### config.mk
export PLATFORM = sky130hd
export DESIGN_NAME = cou_compare_output_unit
export DESIGN_NICKNAME = d
export VERILOG_FILES = /design/src/include/cou_pkg.sv /design/src/hdl/cou_compare_cell.sv /design/src/hdl/cou_compare_output_unit.sv
export SDC_FILE = /design/constraint.sdc
export NUM_CORES = 1
export LEC_CHECK = 0
export ABC_AREA = 0
export BUFFER_PORTS_ARGS = -buffer_cell sky130_fd_sc_hd__buf_4
export CORE_AREA = 2 2 141 143
export CTS_CLUSTER_SIZE = 16
export DETAILED_ROUTE_END_ITERATION = 8
export DIE_AREA = 0 0 143 145
export GPL_ROUTABILITY_DRIVEN = 0
export PLACE_DENSITY = 0.74
export SYNTH_ARGS = -nofsm -noshare
export SYNTH_HDL_FRONTEND = slang
export SYNTH_SLANG_ARGS = --single-unit
### constraint.sdc
create_clock -name mclk -period 1.91 [get_ports mclk]
set_input_delay 0.0955 -clock mclk [delete_from_list [all_inputs] [get_ports mclk]]
set_output_delay 0.0955 -clock mclk [all_outputs]
set_load 0.02 [all_outputs]
### src/include/cou_pkg.sv
package cou_pkg;
    localparam int          COU_TW         = 16;
    localparam int          COU_NCC        = 5;
    localparam int          COU_NCM        = 8;
    localparam int          COU_NP5        = 8;
    localparam int          COU_NREG       = COU_NCC + COU_NCM;
    localparam logic [15:0] COU_T2_MAX     = 16'hFFFF;
    localparam logic [15:0] COU_CT_MAX     = 16'hFFFF;
    localparam logic [15:0] COU_RST_VALUE  = 16'h0000;
    localparam logic        COU_PIN_RST    = 1'b0;
    localparam logic        COU_MODE0      = 1'b0;
    localparam logic        COU_MODE1      = 1'b1;
    localparam logic        COU_ASSIGN_T2  = 1'b0;
    localparam logic        COU_ASSIGN_CT  = 1'b1;
endpackage

### src/hdl/cou_compare_cell.sv
`timescale 1ns/1ps
`default_nettype none
// one compare register with its port latch pair
module cou_compare_cell
    import cou_pkg::*;
#(
    parameter int W = COU_TW
) (
    input  wire logic         mclk,
    input  wire logic         srst,
    input  wire logic         enable,
    input  wire logic         mode,
    input  wire logic [W-1:0] compareValue,
    input  wire logic [W-1:0] timerCount,
    input  wire logic         timerOverflow,
    input  wire logic         portWrite,
    input  wire logic         portData,
    output logic              match,
    output logic              shadowLatch,
    output logic              pinOut
);
    logic next_shadowLatch;
    logic next_pinOut;

    assign match = enable && (timerCount == compareValue);

    always_comb begin
        next_shadowLatch = shadowLatch;
        next_pinOut      = pinOut;
        if (!enable) begin
            if (portWrite) begin
                next_shadowLatch = portData;
                next_pinOut      = portData;
            end
        end else if (mode == COU_MODE0) begin
            // port writes reach only the shadow latch; match wins so top count leaves a spike
            if (timerOverflow)
                next_pinOut = 1'b0;
            if (match)
                next_pinOut = 1'b1;
            if (portWrite)
                next_shadowLatch = portData;
        end else begin
            if (portWrite)
                next_shadowLatch = portData;
            if (match)
                next_pinOut = portWrite ? portData : shadowLatch;
        end
    end

    always_ff @(posedge mclk) begin
        if (srst) begin
            shadowLatch <= COU_PIN_RST;
            pinOut      <= COU_PIN_RST;
        end else begin
            shadowLatch <= next_shadowLatch;
            pinOut      <= next_pinOut;
        end
    end

    AST_M0_NOWRITE: assert property (@(posedge mclk) disable iff (srst)
        enable && mode == COU_MODE0 && !match && !timerOverflow |=> $stable(pinOut))
        else $error("mode 0 pin changed without match or overflow");
    AST_M0_RISE: assert property (@(posedge mclk) disable iff (srst)
        enable && mode == COU_MODE0 && match |=> pinOut)
        else $error("mode 0 pin not high after match");
    AST_M0_FALL: assert property (@(posedge mclk) disable iff (srst)
        enable && mode == COU_MODE0 && timerOverflow && !match |=> !pinOut)
        else $error("mode 0 pin not low after overflow");
    AST_M1_HOLD: assert property (@(posedge mclk) disable iff (srst)
        enable && mode == COU_MODE1 && !match |=> $stable(pinOut))
        else $error("mode 1 pin moved without match");
    AST_M1_XFER: assert property (@(posedge mclk) disable iff (srst)
        enable && mode == COU_MODE1 && match && !portWrite |=> pinOut == $past(shadowLatch))
        else $error("mode 1 shadow not transferred");
    AST_M1_TRANSP: assert property (@(posedge mclk) disable iff (srst)
        enable && mode == COU_MODE1 && match && portWrite
        |=> pinOut == shadowLatch && pinOut == $past(portData))
        else $error("mode 1 latches not transparent");
endmodule
`default_nettype wire

### src/hdl/cou_compare_output_unit.sv
`timescale 1ns/1ps
`default_nettype none
module cou_compare_output_unit
    import cou_pkg::*;
#(
    parameter int W   = COU_TW,
    parameter int NCC = COU_NCC,
    parameter int NCM = COU_NCM,
    parameter int NP5 = COU_NP5
) (
    input  wire logic               mclk,
    input  wire logic               srst,
    input  wire logic [W-1:0]       timer2Count,
    input  wire logic               timer2Overflow,
    input  wire logic [W-1:0]       compareTimerCount,
    input  wire logic               compareTimerTick,
    input  wire logic [W-1:0]       compareTimerReload,
    input  wire logic               compareTimerIrqEnable,
    input  wire logic               irqAck,
    input  wire logic [NCC*W-1:0]   ccValues,
    input  wire logic [NCC-1:0]     ccEnable,
    input  wire logic               timer2CompareMode,
    input  wire logic               ccFourthMode,
    input  wire logic               concurrentEnable,
    input  wire logic [NCM*W-1:0]   matchValues,
    input  wire logic [NCM-1:0]     matchEnable,
    input  wire logic [NCM-1:0]     matchAssign,
    input  wire logic [NCC-1:0]     port1Write,
    input  wire logic [NCC-1:0]     port1Data,
    input  wire logic [NCM-1:0]     port4Write,
    input  wire logic [NCM-1:0]     port4Data,
    input  wire logic               port5Write,
    input  wire logic [NP5-1:0]     port5Data,
    input  wire logic               readModifyWrite,
    output logic [NCC-1:0]          port1Pins,
    output logic [NCM-1:0]          port4Pins,
    output logic [NP5-1:0]          port5Pins,
    output logic [NCC-1:0]          port1ReadData,
    output logic [NCM-1:0]          port4ReadData,
    output logic [NP5-1:0]          port5ReadData,
    output logic                    compare_timer_overflow_flag,
    output logic                    compareTimerIrq
);
    logic [NCC-1:0] ccMatch;
    logic [NCC-1:0] ccShadow;
    logic [NCC-1:0] ccMode;
    logic [NCM-1:0] cmMatch;
    logic [NCM-1:0] cmShadow;
    logic [NCM-1:0] cmMode;
    logic [NCM-1:0] cmOverflow;
    logic [NCM-1:0] cmPin;
    logic [NP5-1:0] p5Shadow;
    logic [NP5-1:0] next_p5Shadow;
    logic [NP5-1:0] next_port5Pins;
    logic           ctOverflow;
    logic           next_flag;

    // roll from all ones, qualified by the timer's own count tick
    assign ctOverflow = compareTimerTick && (compareTimerCount == COU_CT_MAX);

    function automatic logic [W-1:0] pick(input logic [NCM*W-1:0] v, input int i);
        pick = v[i*W +: W];
    endfunction

    // 5 timer 2 registers plus 8 match registers
    genvar i;
    generate
        for (i = 0; i < NCC; i++) begin : g_cc
            // register 4 forced to mode 1 with port-5 lines; others from mode bit
            assign ccMode[i] = (i == NCC - 1) ? (ccFourthMode | concurrentEnable)
                                              : timer2CompareMode;
            cou_compare_cell #(.W(W)) u_cell (
                .mclk         (mclk),
                .srst         (srst),
                .enable       (ccEnable[i]),
                .mode         (ccMode[i]),
                .compareValue (ccValues[i*W +: W]),
                .timerCount   (timer2Count),
                .timerOverflow(timer2Overflow),
                .portWrite    (port1Write[i]),
                .portData     (port1Data[i]),
                .match        (ccMatch[i]),
                .shadowLatch  (ccShadow[i]),
                .pinOut       (port1Pins[i])
            );
        end
        for (i = 0; i < NCM; i++) begin : g_cm
            // mode tied to timer assignment, never software choice
            assign cmMode[i] = (matchAssign[i] == COU_ASSIGN_T2) ? COU_MODE1
                                                                 : COU_MODE0;
            assign cmOverflow[i] = (matchAssign[i] == COU_ASSIGN_CT) ? ctOverflow
                                                                     : timer2Overflow;
            cou_compare_cell #(.W(W)) u_cell (
                .mclk         (mclk),
                .srst         (srst),
                .enable       (matchEnable[i]),
                .mode         (cmMode[i]),
                .compareValue (pick(matchValues, i)),
                .timerCount   ((matchAssign[i] == COU_ASSIGN_CT) ? compareTimerCount
                                                                 : timer2Count),
                .timerOverflow(cmOverflow[i]),
                .portWrite    (port4Write[i]),
                .portData     (port4Data[i]),
                .match        (cmMatch[i]),
                .shadowLatch  (cmShadow[i]),
                .pinOut       (cmPin[i])
            );
        end
    endgenerate

    assign port4Pins = cmPin;

    // port 5 driven by the fourth register's match while concurrent compare is on
    always_comb begin
        next_p5Shadow  = p5Shadow;
        next_port5Pins = port5Pins;
        if (port5Write)
            next_p5Shadow = port5Data;
        if (concurrentEnable && ccMatch[NCC-1])
            next_port5Pins = port5Write ? port5Data : p5Shadow;
        else if (!concurrentEnable && port5Write)
            next_port5Pins = port5Data;
    end

    // flag lives one cycle and is cleared by hardware at the next edge
    always_comb begin
        next_flag = ctOverflow;
    end

    always_ff @(posedge mclk) begin
        if (srst) begin
            p5Shadow                    <= {NP5{COU_PIN_RST}};
            port5Pins                   <= {NP5{COU_PIN_RST}};
            compare_timer_overflow_flag <= 1'b0;
        end else begin
            p5Shadow                    <= next_p5Shadow;
            port5Pins                   <= next_port5Pins;
            compare_timer_overflow_flag <= next_flag;
        end
    end

    assign compareTimerIrq = compare_timer_overflow_flag & compareTimerIrqEnable;

    // mode 1 lines give shadow to read-modify-write, pin otherwise
    always_comb begin
        for (int k = 0; k < NCC; k++)
            port1ReadData[k] = (readModifyWrite && ccMode[k]) ? ccShadow[k]
                                                               : port1Pins[k];
        for (int k = 0; k < NCM; k++)
            port4ReadData[k] = (readModifyWrite && cmMode[k]) ? cmShadow[k]
                                                               : cmPin[k];
        port5ReadData = (readModifyWrite && concurrentEnable) ? p5Shadow : port5Pins;
    end

    AST_CTF_SET: assert property (@(posedge mclk) disable iff (srst)
        compareTimerTick && compareTimerCount == COU_CT_MAX |=> compare_timer_overflow_flag)
        else $error("overflow flag not set");
    AST_CTF_CLR: assert property (@(posedge mclk) disable iff (srst)
        compare_timer_overflow_flag && !ctOverflow |=> !compare_timer_overflow_flag)
        else $error("overflow flag not cleared by hardware");
    AST_IRQ: assert property (@(posedge mclk) disable iff (srst)
        compareTimerIrq |-> compare_timer_overflow_flag && compareTimerIrqEnable)
        else $error("irq without flag");
    AST_RMW: assert property (@(posedge mclk) disable iff (srst)
        readModifyWrite && ccMode[0] |-> port1ReadData[0] == ccShadow[0])
        else $error("rmw read not from shadow");
    AST_P5_HOLD: assert property (@(posedge mclk) disable iff (srst)
        concurrentEnable && !ccMatch[NCC-1] |=> $stable(port5Pins))
        else $error("port 5 moved without match");

    // irq is tied to the roll itself, not only to the flag
    AST_IRQ_SRC: assert property (@(posedge mclk) disable iff (srst)
        compareTimerTick && compareTimerCount == COU_CT_MAX ##1 compareTimerIrqEnable
        |-> compareTimerIrq)
        else $error("no irq after compare timer roll");
    AST_CTF_ONLY: assert property (@(posedge mclk) disable iff (srst)
        !(compareTimerTick && compareTimerCount == COU_CT_MAX)
        |=> !compare_timer_overflow_flag)
        else $error("overflow flag without roll");
    // register 0 and match register 0 stand for their siblings
    AST_T2_SPIKE: assert property (@(posedge mclk) disable iff (srst)
        ccEnable[0] && ccMode[0] == COU_MODE0 && ccMatch[0] && timer2Overflow
        |=> port1Pins[0])
        else $error("timer 2 spike lost when match meets overflow");
    AST_CT_FALL: assert property (@(posedge mclk) disable iff (srst)
        matchEnable[0] && matchAssign[0] == COU_ASSIGN_CT && ctOverflow && !cmMatch[0]
        |=> !port4Pins[0])
        else $error("compare timer output not low after roll");
    AST_CM_T2_HOLD: assert property (@(posedge mclk) disable iff (srst)
        matchEnable[0] && matchAssign[0] == COU_ASSIGN_T2 && !cmMatch[0]
        |=> $stable(port4Pins[0]))
        else $error("timer 2 match output moved without match");
    AST_CM_T2_XFER: assert property (@(posedge mclk) disable iff (srst)
        matchEnable[0] && matchAssign[0] == COU_ASSIGN_T2 && cmMatch[0] && !port4Write[0]
        |=> port4Pins[0] == $past(cmShadow[0]))
        else $error("timer 2 match output missed its shadow");

    // port 5 pattern follows the same shadow rules as a single mode 1 line
    AST_P5_XFER: assert property (@(posedge mclk) disable iff (srst)
        concurrentEnable && ccMatch[NCC-1] && !port5Write |=> port5Pins == $past(p5Shadow))
        else $error("port 5 pattern not transferred");
    AST_P5_TRANSP: assert property (@(posedge mclk) disable iff (srst)
        concurrentEnable && ccMatch[NCC-1] && port5Write
        |=> port5Pins == $past(port5Data) && p5Shadow == port5Pins)
        else $error("port 5 latches not transparent");
    AST_READ_PIN: assert property (@(posedge mclk) disable iff (srst)
        !readModifyWrite |-> port1ReadData == port1Pins && port4ReadData == port4Pins
        && port5ReadData == port5Pins)
        else $error("plain port read not from pins");
endmodule
`default_nettype wire

==> impl_metrics.json <==
{
  "ioPinCount": 366,
  "powerDensity_nw_per_um2": 421,
  "cts_tree": "built",
  "cp-end-kind": "flip-flop",
  "slew_viol_final": 0,
  "start_kind": "input port",
  "area_growth_pct": 42.2,
  "cts.reportedPaths.clkPinSlew_ps": 60,
  "period_needed_ps": 1600,
  "routed_wl_um": 25100,
  "final.setup.tns_ps": 0,
  "cp.arrival_ps": 1800,
  "drt_iter0_drc": 315,
  "dp_cells": 1296,
  "insertion_delay_ps": 290,
  "finalSetupViolCount": 0,
  "synth-edff-count": 0,
  "fin_cells": 1304,
  "worst_pin_slew_ps": 621,
  "fmax_mhz": 627,
  "overflow": 0,
  "cp.buffers_inverters": 2,
  "critical-path-max-stage-delay_ps": 470,
  "netlist_area_sq_um": 6430,
  "hold_violations": 0,
  "relSlewSlack_pct": 58.5,
  "switching_share_pct": 34.0,
  "async_flop_share_pct": 0,
  "ctsResizeCount": 0,
  "synth_ff_type": "dfxtp_1",
  "htree_levels": 2,
  "portBuffers": 348,
  "setup.worst_path.class": "input port to flip-flop",
  "ys_ff_latch": 43,
  "drt.antenna.violating_nets": 0,
  "cts_hold_buf": 0,
  "clock_skew_ps": 3.00,
  "period_share_pct": 83.5,
  "outcome": "finished clean",
  "crit_family": "simple AND/OR/NAND/NOR gates",
  "yosysUniqueCellTypes": 43,
  "root_buffer": "clkbuf_16",
  "p_clk_share_pct": 25.4,
  "track_usage_pct": 23.2,
  "clock_sinks": 43,
  "drv_cap": 0,
  "seq_area_frac_synth_pct": 13.4,
  "drive_gt1_share_pct": 39.7,
  "cts_buffers": 5,
  "vias_per_cell": 5.05,
  "die_y_um": 145,
  "ir_drop_mv": 0.284,
  "rsz0062_at_grt": "no",
  "post-cts-setup-buffer-count": 0,
  "fillCellCount": 1886,
  "yosysWarnings": 0,
  "critPathLaunch": "timer2Count[12]",
  "first_global_vias": 6695,
  "rows": 51,
  "p_switching_mw": 1.31,
  "fp.dieArea_sq_um": 20700,
  "fp.dieW_um": 143,
  "coreArea_sq_um": 19200,
  "critPathRequiredTime_ps": 2110,
  "syn_nets": 1064,
  "syn_inst": 742,
  "hold_start": "ccEnable[2]",
  "p_seq_share_pct": 25.6,
  "crit_slowest_cell": "nor4_1",
  "hp-class": "input port to flip-flop",
  "crit_top_cell": "buf_4",
  "path_max_fanout": 13,
  "antenna_found_initial": 0,
  "dp_hpwl_um": 21000,
  "first_pass_iters": 5,
  "p_leak_nw": 4.36,
  "path_cells": "buf_4, xnor2_1, nand4_1, nor4_1, buf_4, nand3_1, a21o_1, a311oi_1",
  "vias": 6581,
  "grt_max_degree": 44,
  "grt_pass1_wl_um": 37500,
  "wl_per_cell_um": 19.3,
  "n_antenna_cell": 0,
  "total_power_mw": 3.85,
  "fin_nets": 1360,
  "synth.avg_cell_area_sq_um": 8.66,
  "internal_power_mw": 2.54,
  "cts_buffer_depth": 2,
  "route.detailed.drc": 0,
  "reg2reg_from": "g_cc[4].u_cell.shadowLatch",
  "initial_core_util_pct": 33.5,
  "p_comb_share_pct": 48.9
}
[path summary, 6_finish.rpt]
check | to | slack, ps | cells past startpoint
setup / recovery | g_cc[2].u_cell.pinOut | 310 | 8
hold / removal | g_cc[2].u_cell.pinOut | 20 | 2
setup reg to reg | g_cc[4].u_cell.pinOut | 880 | 4
hold reg to reg | port5Pins[6] | 470 | 2
[synth_stat cells (all sizes together) (2+ instances only)]
| cell type | instances | area [sq um] |
|---|---|---|
| xor2 | 137 | 1200 |
| mux2i | 136 | 1360 |
| xnor2 | 67 | 602 |
| buf | 61 | 462 |
| nand4 | 52 | 325 |
| dfxtp | 43 | 861 |
| nand2 | 32 | 120 |
| mux2 | 28 | 315 |
| a21oi | 25 | 125 |
| nor2b | 20 | 125 |
| nor2 | 18 | 67.6 |
| nand3 | 14 | 70.1 |
| nor4 | 14 | 165 |
| inv | 13 | 48.8 |
| clkbuf | 12 | 46.3 |
| o21ai | 11 | 55.1 |
| nand4b | 9 | 78.8 |
| a21boi | 8 | 60.1 |
| o211a | 8 | 80.1 |
| a22oi | 7 | 52.6 |
| a211oi | 6 | 45.0 |
| and2 | 6 | 37.5 |
| a21o | 2 | 15.0 |
| a311oi | 2 | 17.5 |
[routing by layer]
metal | global-route usage, % | share of wire, %
met5 | 0 | 0
met4 | 5.00 | 1.4
met3 | 2.67 | 6.6
met2 | 41.1 | 49
met1 | 30.0 | 43
[sequential cells by signal, indices dropped and copies added (netlist names)]
signal,flops
compare_timer_overflow_flag,1
p5Shadow,8
g_cm.u_cell.pinOut,8
g_cc.u_cell.shadowLatch,5
g_cc.u_cell.pinOut,5
g_cm.u_cell.shadowLatch,8
port5Pins,8
[logic make-up after synthesis]
| kind of cell | synth area share [%] |
|---|---|
| xor gates and xnor gates | 28.0 |
| and+or+nand+nor | 15.9 |
| muxes | 26.1 |
| buffers and inverters | 8.66 |
| AOI/OAI and AO/OA | 7.90 |
| DFF | 13.4 |
[power groups by stage]
stage                     Sequential (mW)  Combinational (mW)  Clock (mW)
after floorplan                      1.00                1.08           0
after global placement               1.00                1.85           0
after detailed placement             1.01                1.88           0
after CTS                           0.985                1.88       0.998
after global routing                0.993                2.03        1.04
final                               0.986                1.88       0.979
[through the flow]
stage	hold WS, ps	util (%)	worst slack (ps)	instance area [sq um]
3_5_place_dp	328	46.7	36.6	8970
4_1_cts	13.7	47.6	339	9140
2_1_floorplan	189	-	442	6430
3_3_place_gp	314	46.7	64.1	8970
6_report	23.5	47.6	315	9140
5_1_grt	21.3	47.6	179	9140
[area by class of cell]
type | instances | area, sq um | area share [%]
well taps | 265 | 332 | 3.63
flip-flops and latches | 43 | 861 | 9.42
multi-input cells | 613 | 5010 | 54.8
clock buffers | 5 | 125 | 1.37
repair buffers | 362 | 2720 | 29.7
inverters | 13 | 48.8 | 0.534
clock inverters | 3 | 43.8 | 0.479
[cells in the final DEF (no fill, tap or decap), types with 6 or more instances in the layout]
cell type	netlist	layout
dfxtp_1	43	43
a211oi_1	6	6
o21ai_1	9	9
nand4b_1	9	9
mux2i_1	136	136
xnor2_1	65	65
a21boi_0	8	8
nor2b_1	20	20
nand4_1	52	52
nor4_2	10	10
nor2_1	18	18
xor2_1	137	137
nand2_1	32	32
inv_1	13	13
buf_4	15	362
o211a_1	8	8
mux2_2	28	28
a21oi_1	25	25
nand3_1	14	14
a22oi_1	7	7
Note: power is estimated with default switching activity, not from simulation.
